===== src/verilog/tts_pkg.sv =====
/*
 Shared constants, register map and carrier types of the trace trigger sequencer.
 Assumes a 32-bit captured bus state and word-aligned AHB-Lite register access.
*/
// How it works
// every term owns its primary qualifier
// one secondary qualifier restarts to term one
// primary match advances exactly one term
// secondary match from any term restarts
// branch out of last term triggers
// one to four terms, refuse beyond
// insert shifts existing terms up, else appends
// delete renumbers terms contiguously from one
// branch states always stored in trace memory
// stored states flag branch condition
// after trigger fill memory then stop
// trigger position selectable, centre included
// complex select reinitialises everything to defaults; sel_r, mem_idx_r and the trace memory are kept
// occurrence count gates the primary branch
// reset gives single any term, restart never
// one global storage qualifier for all terms
// one state per capture, primary wins
// term index and occurrences readable status
package tts_pkg;

	localparam int CAP_W     = 32;
	localparam int OCC_W     = 16;
	localparam int MAX_TERMS = 4;

	typedef struct packed {
		logic             en;
		logic [CAP_W-1:0] value;
		logic [CAP_W-1:0] mask;
	} tts_qual_t;

	typedef struct packed {
		tts_qual_t        qual;
		logic [OCC_W-1:0] occ;
	} tts_term_t;

	typedef struct packed {
		logic [CAP_W-1:0] state;
		logic             branch;
		logic             trig;
	} tts_entry_t;

	typedef enum logic [1:0] {
		TTS_TP_START,
		TTS_TP_CENTER,
		TTS_TP_END
	} tts_tpos_t;

	// mask bit set means the bit is ignored; en low means "never"
	localparam tts_qual_t QUAL_ANY   = '{en: 1'b1, value: 32'h0000_0000, mask: 32'hFFFF_FFFF};
	localparam tts_qual_t QUAL_NEVER = '{en: 1'b0, value: 32'h0000_0000, mask: 32'h0000_0000};
	localparam tts_term_t TERM_ANY   = '{qual: QUAL_ANY, occ: 16'h0001};

	localparam logic [7:0] ADDR_CTRL      = 8'h00;
	localparam logic [7:0] ADDR_CMD       = 8'h04;
	localparam logic [7:0] ADDR_TERM_SEL  = 8'h08;
	localparam logic [7:0] ADDR_TERM_VAL  = 8'h0C;
	localparam logic [7:0] ADDR_TERM_MASK = 8'h10;
	localparam logic [7:0] ADDR_TERM_CFG  = 8'h14;
	localparam logic [7:0] ADDR_RST_VAL   = 8'h18;
	localparam logic [7:0] ADDR_RST_MASK  = 8'h1C;
	localparam logic [7:0] ADDR_RST_CFG   = 8'h20;
	localparam logic [7:0] ADDR_STO_VAL   = 8'h24;
	localparam logic [7:0] ADDR_STO_MASK  = 8'h28;
	localparam logic [7:0] ADDR_STO_CFG   = 8'h2C;
	localparam logic [7:0] ADDR_STATUS    = 8'h30;
	localparam logic [7:0] ADDR_MEM_CNT   = 8'h34;
	localparam logic [7:0] ADDR_MEM_IDX   = 8'h38;
	localparam logic [7:0] ADDR_MEM_DATA  = 8'h3C;
	localparam logic [7:0] ADDR_MEM_FLAG  = 8'h40;

	localparam int CTRL_START_BIT = 0;
	localparam int CTRL_STOP_BIT  = 1;
	localparam int CTRL_SQRST_BIT = 2;
	localparam int CTRL_CPLX_BIT  = 3;
	localparam int CTRL_TP_LSB    = 4;
	localparam int CMD_INS_BIT    = 8;
	localparam int CMD_DEL_BIT    = 9;
	localparam int CFG_EN_BIT     = 0;
	localparam int CFG_OCC_LSB    = 16;
	localparam int ST_IDX_LSB     = 4;
	localparam int ST_CNT_LSB     = 8;
	localparam int ST_OCC_LSB     = 16;

endpackage : tts_pkg


===== src/verilog/tts_trace_mem.sv =====
/*
 Circular trace memory of flip-flops holding captured states with branch flags.
 Assumes one write pulse per stored state and a reader that indexes oldest-first.
*/
`timescale 1ns/10ps
module tts_trace_mem #(
	parameter int DEPTH = 16
) (
	input  wire logic                       clk_i,
	input  wire logic                       rst_i,
	input  wire logic                       clear_i,
	input  wire logic                       wr_i,
	input  wire tts_pkg::tts_entry_t        wr_data_i,
	input  wire logic [$clog2(DEPTH)-1:0]   rd_idx_i,
	output tts_pkg::tts_entry_t             rd_data_o,
	output logic      [$clog2(DEPTH+1)-1:0] count_o
);
	localparam int AW = $clog2(DEPTH);
	localparam int CW = $clog2(DEPTH+1);

	generate
		if (DEPTH < 2 || (DEPTH & (DEPTH - 1)) != 0)
		begin : g_chk
			$error("trace depth must be a power of two, at least 2");
		end
	endgenerate

	tts_pkg::tts_entry_t mem_r [DEPTH];
	logic [AW-1:0]       wptr_r;
	logic [AW-1:0]       rd_addr;

	always_ff @(posedge clk_i)
	begin
		if (wr_i)
			mem_r[wptr_r] <= wr_data_i;
	end

	always_ff @(posedge clk_i or posedge rst_i)
	begin
		if (rst_i)
			wptr_r <= '0;
		else if (clear_i)
			wptr_r <= '0;
		else if (wr_i)
			wptr_r <= wptr_r + AW'(1);
	end

	// oldest entries are overwritten while waiting for the trigger
	always_ff @(posedge clk_i or posedge rst_i)
	begin
		if (rst_i)
			count_o <= '0;
		else if (clear_i)
			count_o <= '0;
		else if (wr_i && count_o != CW'(DEPTH))
			count_o <= count_o + CW'(1);
	end

	assign rd_addr   = wptr_r - count_o[AW-1:0] + rd_idx_i;
	assign rd_data_o = mem_r[rd_addr];

endmodule : tts_trace_mem


===== src/verilog/tts_top.sv =====
/*
 Trace trigger sequencer with AHB-Lite register slave and trace memory.
 Assumes one captured bus state per cap_valid_i pulse, synchronous to clk_i.
*/
`timescale 1ns/10ps
module tts_top #(
	parameter int DEPTH = 16
) (
	input  wire logic                     clk_i,
	input  wire logic                     rst_i,
	input  wire logic                     hsel_i,
	input  wire logic [31:0]              haddr_i,
	input  wire logic [1:0]               htrans_i,
	input  wire logic                     hwrite_i,
	input  wire logic [2:0]               hsize_i,
	input  wire logic                     hready_i,
	input  wire logic [31:0]              hwdata_i,
	output logic      [31:0]              hrdata_o,
	output logic                          hreadyout_o,
	output logic                          hresp_o,
	input  wire logic                     cap_valid_i,
	input  wire logic [tts_pkg::CAP_W-1:0] cap_state_i,
	output logic                          trigger_o,
	output logic                          running_o,
	output logic                          complete_o
);
	localparam int AW = $clog2(DEPTH);
	localparam int CW = $clog2(DEPTH+1);
	localparam int OW = tts_pkg::OCC_W;

	generate
		if (tts_pkg::MAX_TERMS != 4)
		begin : g_chk
			$error("term logic is sized for four terms");
		end
	endgenerate

	typedef enum logic [1:0] {
		S_IDLE,
		S_RUN,
		S_FILL,
		S_DONE
	} tts_state_t;

	tts_state_t          state_r;
	tts_pkg::tts_term_t  terms_r [4];
	tts_pkg::tts_term_t  ins_t   [4];
	tts_pkg::tts_term_t  del_t   [4];
	tts_pkg::tts_qual_t  rst_q_r;
	tts_pkg::tts_qual_t  sto_q_r;
	logic [2:0]          term_cnt_r;
	logic [1:0]          sel_r;
	tts_pkg::tts_tpos_t  tpos_r;
	logic                complex_r;
	logic                refused_r;
	logic [2:0]          idx_r;
	logic [OW-1:0]       occ_r;
	logic [AW-1:0]       post_r;
	logic [AW-1:0]       post_len;
	logic [AW-1:0]       mem_idx_r;
	logic [CW-1:0]       mem_cnt;
	tts_pkg::tts_entry_t mem_rd;
	tts_pkg::tts_entry_t mem_wd;
	logic                mem_wr;

	// bus phase capture
	logic        dp_wr_r;
	logic [7:0]  dp_addr_r;
	logic        addr_ok;
	logic        wr_en;
	logic [31:0] rd_val;

	assign addr_ok     = hsel_i && hready_i && htrans_i[1];
	assign hreadyout_o = 1'b1;
	assign hresp_o     = 1'b0;

	always_ff @(posedge clk_i or posedge rst_i)
	begin
		if (rst_i)
		begin
			dp_wr_r   <= 1'b0;
			dp_addr_r <= 8'h00;
		end
		else
		begin
			dp_wr_r   <= addr_ok && hwrite_i;
			dp_addr_r <= haddr_i[7:0];
		end
	end

	assign wr_en = dp_wr_r;

	// control strobes, all one-cycle pulses from a CTRL or CMD write
	logic       wr_ctrl;
	logic       wr_cmd;
	logic       start_p;
	logic       stop_p;
	logic       sqrst_p;
	logic       init_p;
	logic       busy;
	logic [2:0] cmd_k;
	logic       ins_p;
	logic       del_p;
	logic       ins_ok;
	logic       del_ok;
	logic [2:0] pos;

	assign wr_ctrl = wr_en && dp_addr_r == tts_pkg::ADDR_CTRL;
	assign wr_cmd  = wr_en && dp_addr_r == tts_pkg::ADDR_CMD;
	assign start_p = wr_ctrl && hwdata_i[tts_pkg::CTRL_START_BIT];
	assign stop_p  = wr_ctrl && hwdata_i[tts_pkg::CTRL_STOP_BIT];
	assign sqrst_p = wr_ctrl && hwdata_i[tts_pkg::CTRL_SQRST_BIT];
	// entering complex, or leaving it, reloads every default but sel_r, mem_idx_r and the trace memory; a control write
	// that keeps the mode must still be able to start a run in complex mode
	assign init_p  = wr_ctrl && (hwdata_i[tts_pkg::CTRL_CPLX_BIT]
		!= complex_r);
	assign busy    = state_r == S_RUN || state_r == S_FILL;
	assign cmd_k   = hwdata_i[2:0];
	assign ins_p   = wr_cmd && hwdata_i[tts_pkg::CMD_INS_BIT];
	assign del_p   = wr_cmd && hwdata_i[tts_pkg::CMD_DEL_BIT] && !ins_p;
	assign ins_ok  = ins_p && !busy && cmd_k != 3'h0 && term_cnt_r < 3'h4;
	assign del_ok  = del_p && !busy && cmd_k != 3'h0 && cmd_k <= term_cnt_r
		&& term_cnt_r != 3'h1;
	// an index past the end appends instead of inserting
	assign pos     = (ins_p && cmd_k > term_cnt_r) ? term_cnt_r : cmd_k - 3'h1;

	genvar gi;
	generate
		for (gi = 0; gi < 4; gi++)
		begin : g_term
			if (gi == 0)
			begin : g_lo
				assign ins_t[gi] = (pos == 3'h0) ? tts_pkg::TERM_ANY : terms_r[gi];
			end
			else
			begin : g_hi
				assign ins_t[gi] = (3'(gi) > pos) ? terms_r[gi-1] :
					(3'(gi) == pos) ? tts_pkg::TERM_ANY : terms_r[gi];
			end
			if (gi == 3)
			begin : g_top
				assign del_t[gi] = (3'(gi) >= pos) ? tts_pkg::TERM_ANY : terms_r[gi];
			end
			else
			begin : g_mid
				assign del_t[gi] = (3'(gi) >= pos) ? terms_r[gi+1] : terms_r[gi];
			end
		end
	endgenerate

	// term table: defaults, insert/delete, and the selected-term window
	always_ff @(posedge clk_i or posedge rst_i)
	begin
		if (rst_i)
		begin
			for (int i = 0; i < 4; i++)
				terms_r[i] <= tts_pkg::TERM_ANY;
			term_cnt_r <= 3'h1;
		end
		else if (init_p || sqrst_p)
		begin
			for (int i = 0; i < 4; i++)
				terms_r[i] <= tts_pkg::TERM_ANY;
			term_cnt_r <= 3'h1;
		end
		else if (ins_ok)
		begin
			for (int i = 0; i < 4; i++)
				terms_r[i] <= ins_t[i];
			term_cnt_r <= term_cnt_r + 3'h1;
		end
		else if (del_ok)
		begin
			for (int i = 0; i < 4; i++)
				terms_r[i] <= del_t[i];
			term_cnt_r <= term_cnt_r - 3'h1;
		end
		else if (wr_en && !busy)
		begin
			if (dp_addr_r == tts_pkg::ADDR_TERM_VAL)
				terms_r[sel_r].qual.value <= hwdata_i;
			else if (dp_addr_r == tts_pkg::ADDR_TERM_MASK)
				terms_r[sel_r].qual.mask <= hwdata_i;
			else if (dp_addr_r == tts_pkg::ADDR_TERM_CFG)
			begin
				terms_r[sel_r].qual.en <= hwdata_i[tts_pkg::CFG_EN_BIT];
				terms_r[sel_r].occ     <= hwdata_i[tts_pkg::CFG_OCC_LSB +: OW];
			end
		end
	end

	// global restart and storage qualifiers
	always_ff @(posedge clk_i or posedge rst_i)
	begin
		if (rst_i)
		begin
			rst_q_r <= tts_pkg::QUAL_NEVER;
			sto_q_r <= tts_pkg::QUAL_ANY;
		end
		else if (init_p || sqrst_p)
		begin
			rst_q_r <= tts_pkg::QUAL_NEVER;
			sto_q_r <= tts_pkg::QUAL_ANY;
		end
		else if (wr_en && !busy)
		begin
			if (dp_addr_r == tts_pkg::ADDR_RST_VAL)
				rst_q_r.value <= hwdata_i;
			else if (dp_addr_r == tts_pkg::ADDR_RST_MASK)
				rst_q_r.mask <= hwdata_i;
			else if (dp_addr_r == tts_pkg::ADDR_RST_CFG)
				rst_q_r.en <= hwdata_i[tts_pkg::CFG_EN_BIT];
			else if (dp_addr_r == tts_pkg::ADDR_STO_VAL)
				sto_q_r.value <= hwdata_i;
			else if (dp_addr_r == tts_pkg::ADDR_STO_MASK)
				sto_q_r.mask <= hwdata_i;
			else if (dp_addr_r == tts_pkg::ADDR_STO_CFG)
				sto_q_r.en <= hwdata_i[tts_pkg::CFG_EN_BIT];
		end
	end

	// configuration: selection window, trigger position, mode
	always_ff @(posedge clk_i or posedge rst_i)
	begin
		if (rst_i)
		begin
			sel_r     <= 2'h0;
			tpos_r    <= tts_pkg::TTS_TP_START;
			complex_r <= 1'b0;
			mem_idx_r <= '0;
		end
		else
		begin
			if (init_p)
			begin
				complex_r <= hwdata_i[tts_pkg::CTRL_CPLX_BIT];
				tpos_r    <= tts_pkg::TTS_TP_START;
			end
			else if (wr_ctrl && !busy && hwdata_i[tts_pkg::CTRL_TP_LSB +: 2] != 2'h3)
				tpos_r <= tts_pkg::tts_tpos_t'(hwdata_i[tts_pkg::CTRL_TP_LSB +: 2]);
			if (wr_en && dp_addr_r == tts_pkg::ADDR_TERM_SEL)
				sel_r <= hwdata_i[1:0];
			if (wr_en && dp_addr_r == tts_pkg::ADDR_MEM_IDX)
				mem_idx_r <= hwdata_i[AW-1:0];
		end
	end

	// last command outcome; a later accepted command clears it
	always_ff @(posedge clk_i or posedge rst_i)
	begin
		if (rst_i)
			refused_r <= 1'b0;
		else if (init_p)
			refused_r <= 1'b0;
		else if (ins_p || del_p)
			refused_r <= !(ins_ok || del_ok);
	end

	// qualifier evaluation on the present captured state
	function automatic logic qmatch(input tts_pkg::tts_qual_t q,
		input logic [tts_pkg::CAP_W-1:0] s);
		qmatch = q.en && (((s ^ q.value) & ~q.mask) == '0);
	endfunction : qmatch

	function automatic logic [OW-1:0] occ_load(input logic [OW-1:0] n);
		occ_load = (n == '0) ? OW'(1) : n;
	endfunction : occ_load

	logic pri_hit;
	logic sec_hit;
	logic sto_hit;
	logic pri_br;
	logic sec_br;
	logic last_term;
	logic trig_ev;

	assign pri_hit   = qmatch(terms_r[idx_r[1:0]].qual, cap_state_i);
	assign sec_hit   = qmatch(rst_q_r, cap_state_i);
	assign sto_hit   = qmatch(sto_q_r, cap_state_i);
	assign last_term = idx_r == term_cnt_r - 3'h1;
	// the primary branch is taken only on the final counted occurrence
	assign pri_br    = state_r == S_RUN && cap_valid_i && pri_hit
		&& occ_r == OW'(1);
	// a counting primary match still leaves the restart free to act
	assign sec_br    = state_r == S_RUN && cap_valid_i && sec_hit && !pri_br;
	assign trig_ev   = pri_br && last_term;

	always_comb
	begin
		case (tpos_r)
			tts_pkg::TTS_TP_CENTER: post_len = AW'(DEPTH / 2);
			tts_pkg::TTS_TP_END:    post_len = '0;
			default:                post_len = AW'(DEPTH - 1);
		endcase
	end

	// sequencer
	always_ff @(posedge clk_i or posedge rst_i)
	begin
		if (rst_i)
		begin
			state_r <= S_IDLE;
			idx_r   <= 3'h0;
			occ_r   <= OW'(1);
			post_r  <= '0;
		end
		else if (init_p || sqrst_p || stop_p)
		begin
			state_r <= S_IDLE;
			idx_r   <= 3'h0;
			occ_r   <= OW'(1);
		end
		else if (start_p)
		begin
			state_r <= S_RUN;
			idx_r   <= 3'h0;
			occ_r   <= occ_load(terms_r[0].occ);
		end
		else
		begin
			case (state_r)
				S_RUN:
				begin
					if (trig_ev)
					begin
						idx_r   <= term_cnt_r;
						post_r  <= post_len;
						state_r <= (post_len == '0) ? S_DONE : S_FILL;
					end
					else if (pri_br)
					begin
						idx_r <= idx_r + 3'h1;
						occ_r <= occ_load(terms_r[idx_r[1:0] + 2'h1].occ);
					end
					else if (sec_br)
					begin
						idx_r <= 3'h0;
						occ_r <= occ_load(terms_r[0].occ);
					end
					else if (cap_valid_i && pri_hit)
						occ_r <= occ_r - OW'(1);
				end
				S_FILL:
				begin
					if (cap_valid_i && sto_hit)
					begin
						post_r <= post_r - AW'(1);
						if (post_r == AW'(1))
							state_r <= S_DONE;
					end
				end
				default:
				begin
					state_r <= state_r;
				end
			endcase
		end
	end

	// branch states bypass the storage qualifier
	assign mem_wr = cap_valid_i && ((state_r == S_RUN && (sto_hit || pri_br || sec_br))
		|| (state_r == S_FILL && sto_hit));
	assign mem_wd = '{state: cap_state_i, branch: pri_br || sec_br, trig: trig_ev};

	tts_trace_mem #(
		.DEPTH(DEPTH)
	) u_mem (
		.clk_i    (clk_i),
		.rst_i    (rst_i),
		.clear_i  (start_p),
		.wr_i     (mem_wr),
		.wr_data_i(mem_wd),
		.rd_idx_i (mem_idx_r),
		.rd_data_o(mem_rd),
		.count_o  (mem_cnt)
	);

	// read mux, sampled in the address phase so data stand for the data phase
	always_comb
	begin
		rd_val = 32'h0000_0000;
		if (haddr_i[7:0] == tts_pkg::ADDR_CTRL)
		begin
			rd_val[tts_pkg::CTRL_CPLX_BIT]        = complex_r;
			rd_val[tts_pkg::CTRL_TP_LSB +: 2]     = tpos_r;
		end
		else if (haddr_i[7:0] == tts_pkg::ADDR_TERM_SEL)
			rd_val[1:0] = sel_r;
		else if (haddr_i[7:0] == tts_pkg::ADDR_TERM_VAL)
			rd_val = terms_r[sel_r].qual.value;
		else if (haddr_i[7:0] == tts_pkg::ADDR_TERM_MASK)
			rd_val = terms_r[sel_r].qual.mask;
		else if (haddr_i[7:0] == tts_pkg::ADDR_TERM_CFG)
		begin
			rd_val[tts_pkg::CFG_EN_BIT]           = terms_r[sel_r].qual.en;
			rd_val[tts_pkg::CFG_OCC_LSB +: OW]    = terms_r[sel_r].occ;
		end
		else if (haddr_i[7:0] == tts_pkg::ADDR_RST_VAL)
			rd_val = rst_q_r.value;
		else if (haddr_i[7:0] == tts_pkg::ADDR_RST_MASK)
			rd_val = rst_q_r.mask;
		else if (haddr_i[7:0] == tts_pkg::ADDR_RST_CFG)
			rd_val[tts_pkg::CFG_EN_BIT] = rst_q_r.en;
		else if (haddr_i[7:0] == tts_pkg::ADDR_STO_VAL)
			rd_val = sto_q_r.value;
		else if (haddr_i[7:0] == tts_pkg::ADDR_STO_MASK)
			rd_val = sto_q_r.mask;
		else if (haddr_i[7:0] == tts_pkg::ADDR_STO_CFG)
			rd_val[tts_pkg::CFG_EN_BIT] = sto_q_r.en;
		else if (haddr_i[7:0] == tts_pkg::ADDR_STATUS)
		begin
			rd_val[0]                          = busy;
			rd_val[1]                          = state_r == S_FILL || state_r == S_DONE;
			rd_val[2]                          = state_r == S_DONE;
			rd_val[3]                          = refused_r;
			rd_val[tts_pkg::ST_IDX_LSB +: 3]   = idx_r + 3'h1;
			rd_val[tts_pkg::ST_CNT_LSB +: 3]   = term_cnt_r;
			rd_val[tts_pkg::ST_OCC_LSB +: OW]  = occ_r;
		end
		else if (haddr_i[7:0] == tts_pkg::ADDR_MEM_CNT)
			rd_val[CW-1:0] = mem_cnt;
		else if (haddr_i[7:0] == tts_pkg::ADDR_MEM_IDX)
			rd_val[AW-1:0] = mem_idx_r;
		else if (haddr_i[7:0] == tts_pkg::ADDR_MEM_DATA)
			rd_val = mem_rd.state;
		else if (haddr_i[7:0] == tts_pkg::ADDR_MEM_FLAG)
			rd_val[1:0] = {mem_rd.trig, mem_rd.branch};
	end

	always_ff @(posedge clk_i or posedge rst_i)
	begin
		if (rst_i)
			hrdata_o <= 32'h0000_0000;
		else if (addr_ok && !hwrite_i)
			hrdata_o <= rd_val;
	end

	always_ff @(posedge clk_i or posedge rst_i)
	begin
		if (rst_i)
			trigger_o <= 1'b0;
		else
			trigger_o <= trig_ev && !(init_p || sqrst_p || stop_p || start_p);
	end

	assign running_o  = busy;
	assign complete_o = state_r == S_DONE;

endmodule : tts_top


===== config.mk =====
export PLATFORM = sky130hd
export DESIGN_NAME = tts_top
export DESIGN_NICKNAME = d
export VERILOG_FILES = /design/src/verilog/tts_pkg.sv /design/src/verilog/tts_trace_mem.sv /design/src/verilog/tts_top.sv
export SDC_FILE = /design/constraint.sdc
export NUM_CORES = 2
export LEC_CHECK = 0
export BUFFER_PORTS_ARGS = -buffer_cell sky130_fd_sc_hd__buf_2
export CORE_ASPECT_RATIO = 1.4
export CORE_UTILIZATION = 40
export CTS_CLUSTER_SIZE = 10
export DETAILED_ROUTE_END_ITERATION = 8
export HOLD_SLACK_MARGIN = 0.05
export SLEW_MARGIN = 20
export SYNTH_ARGS = -nofsm -noshare
export SYNTH_HDL_FRONTEND = slang
export SYNTH_SLANG_ARGS = --single-unit

===== constraint.sdc =====
create_clock -name clk_i -period 56.7 [get_ports clk_i]
set_input_delay 11.34 -clock clk_i [delete_from_list [all_inputs] [get_ports clk_i]]
set_output_delay 11.34 -clock clk_i [all_outputs]
set_load 0.01 [all_outputs]

==> summary.txt <==
GR Overflow Total - 0
Fin. max-slew vios - 0
Worst reg-to-reg path cell count - 13
Fmax - 0.0618 GHz
Core area - 143,000 um^2
H-tree depth - 3
Non-Filler Instances - 7,016
Worst-Margin Slew - 1.24 ns
Worst VDD drop - 0.114 mV
# DRC - 0
Fill count - 13,300
Num CTS Buffers - 121
Worst Hold Class - flop to flop
Total wire length - 229 mm
CTS root buf - clkbuf_16
Die Y - 452 um
Flops & latches, synth - 1,087
Netlist cell types - 87
Post-Place Cells - 6,774
DR vias/cell - 6.66
PostCTS Resize Cnt - 0
Commonest non-fill, non-tap cell in the layout - nand2_1
Syn Inst Count - 5,118
CP cell instances - buf_2, buf_4, xnor2_1, o22ai_1, nor4_1, o22ai_1, or4_1, buf_4, a21o_1, buf_4, a311oi_2, buf_4, nand2_1, nor2_4, buf_4
Ys flop type - edfxtp_1
Die Outline Area - 146,000 um^2
Hold WS - 0.473 ns
Vias - 46,700
Worst setup path category - input port to flop
DR WL/cell - 32.7 um
Worst path arrival time - 16.57 ns
Final setup fails - 0
Most frequent cell on the critical path - buf_4
Initial Util - 0.404
CP Capture Type - flop
RePlAce Congestion - 1.01
Async SR Flop Fraction - 0.500
Crit share post-route - 0.285
Total track usage - 0.313
Antenna-violating nets left - 0
Crit path max fanout - 23
RSZ-0062 raised after global routing - false
Hold_buf cts - 0
Longest Clk Path Bufs - 3
Post-synth EDFFs - 544
Sequential area share after synthesis - 0.522
Clock latency at the later pin of the worst-skew pair - 0.82 ns
First drt pass iteration count - 6
Initial antenna violation count - 25
Port bufs - 113
PD cells - 40.1 nW/um^2
Row count - 164
Synth warn - 0
Clk_skew - 0.0660 ns
Area growth syn-to-layout - 10.5%
Vias in the first global route - 45,300
Critical Path RT - 57.10 ns
Synthesized area per cell - 11.3 um^2
Status - complete, no violations
Iter 0 DRT Violations - 6,640
CP max stage delay - 0.89 ns
First-pass GRT wire length - 329 mm
Post-CTS Setup Repair Bufs - 0
Fin crit period - 16.17 ns
Sink Count - 1,087
Final HPWL DP - 143 mm
CP max stage cell - xnor2_1
Total power - 0.00256 W
I/O pin count - 144
Net Count, Synth - 5,256
Netlist area before placement - 57,800 um^2
Startpoint types - input port
Worst slew margin - 0.170
Die width - 323 um
Hold Path Stages - 1
Nets@finish - 5,126
Max cap viols - 0
Largest net degree at the start of global routing - 125
Post-layout util - 0.446
Cell leakage power - 22.9 nW
TritonCTS clock tree - done
Final Hold Fails - 0
Most frequent cells in the layout - 644 x nand2_1, 544 x edfxtp_1, 368 x dfrtp_1, 362 x a21oi_1, 360 x nor2_1
Share of cells above drive strength 1 - 0.203
Clk slew on worst S/H paths - 0.06 ns
Sum Neg Setup Slack - 0 ns
[registers in the layout (all words and copies together) (netlist names), 5 cells and up]
| name | flops |
|---|---|
| terms_r | 324 |
| hrdata_o | 32 |
| sto_q_r | 65 |
| rst_q_r | 65 |
| u_mem.mem_r | 544 |
| occ_r | 16 |
| dp_addr_r | 8 |
| u_mem.count_o | 5 |
[Yosys cell counts (52+ instances only)]
| cell type | n | area (um^2) |
|---|---|---|
| clkbuf_1 | 358 | 1340 |
| a31oi_1 | 92 | 576 |
| nor2_1 | 386 | 1450 |
| mux2_2 | 78 | 878 |
| mux4_2 | 299 | 6730 |
| a21oi_1 | 362 | 1810 |
| nor3_1 | 119 | 596 |
| a22oi_1 | 95 | 713 |
| edfxtp_1 | 544 | 16300 |
| buf_1 | 52 | 195 |
| a221oi_1 | 54 | 473 |
| xnor2_1 | 232 | 2030 |
| o22ai_1 | 99 | 619 |
| nand2_1 | 645 | 2420 |
| buf_2 | 56 | 280 |
| dfstp_2 | 171 | 4490 |
| o21ai_0 | 224 | 1120 |
| nand3_1 | 229 | 1150 |
| dfrtp_1 | 372 | 9310 |
[stage by stage]
| step | setup WS [ns] | area (um^2) |
|---|---|---|
| after global placement | 39.98 | 60100 |
| after global routing | 40.47 | 63800 |
| after detailed placement | 39.99 | 60100 |
| after CTS | 40.78 | 63800 |
| after floorplan | 30.46 | 57800 |
| final | 40.53 | 63800 |
[layer usage]
| layer | track usage | vias up | part of all wire |
|---|---|---|---|
| met5 | 0.000332 | - | 0.00075 |
| met2 | 0.476 | 3127 | 0.45 |
| li1 | - | 19100 | - |
| met1 | 0.388 | 23600 | 0.36 |
| met3 | 0.0767 | 861 | 0.11 |
| met4 | 0.223 | 28 | 0.086 |
[kinds of logic (layout without fill, tap and decap cells)]
group,after synthesis,in the layout,synth area share
AND/OR/NAND/NOR,1535,1535,0.115
AO/OA/AOI/OAI,1295,1295,0.146
flip-flops,1087,1087,0.522
buffers and inverters,527,506,0.0369
multiplexers,397,397,0.135
XOR/XNOR,244,244,0.0370
adder cells (fa/ha/maj),31,31,0.00710
other,2,12,0.000130
[final cells by class]
class | count | area, um^2 | share of cell area
Inverter | 40 | 158 | 0.00247
Sequential cell | 1087 | 30200 | 0.472
Multi-Input combinational cell | 3504 | 25900 | 0.406
Timing Repair Buffer | 234 | 1500 | 0.0235
Tap cell | 1909 | 2390 | 0.0374
Clock inverter | 8 | 190 | 0.00298
Clock buffer | 224 | 3500 | 0.0548
Antenna cell | 10 | 25.0 | 0.000392
[critical path: cells and delay by family]
family / cells / cell delay, ns
AOI/OAI and AO/OA: 4 / 0.89
and+or+nand+nor: 4 / 1.76
xor gates and xnor gates: 1 / 0.89
buffers and inverters: 6 / 1.60
[power breakdown]
part	switching [W]	internal (W)	total (W)
Clock	0.000338	0.000413	0.000751
Sequential	0.0000299	0.000876	0.000906
Combinational	0.000557	0.000344	0.000902
[final timing paths]
check                      slack [ns]            start                  to
min in group asynchronous       10.78            rst_i        terms_r[317]
max reg2reg                     50.32         idx_r[0]  u_mem.mem_r[9][30]
max in group asynchronous       42.68            rst_i             dp_wr_r
max                             40.53  cap_state_i[18]  u_mem.mem_r[9][30]
min                              0.47     hrdata_o[22]        hrdata_o[22]
min reg2reg                      0.47     hrdata_o[22]        hrdata_o[22]
(Power assumes the default switching activity.)
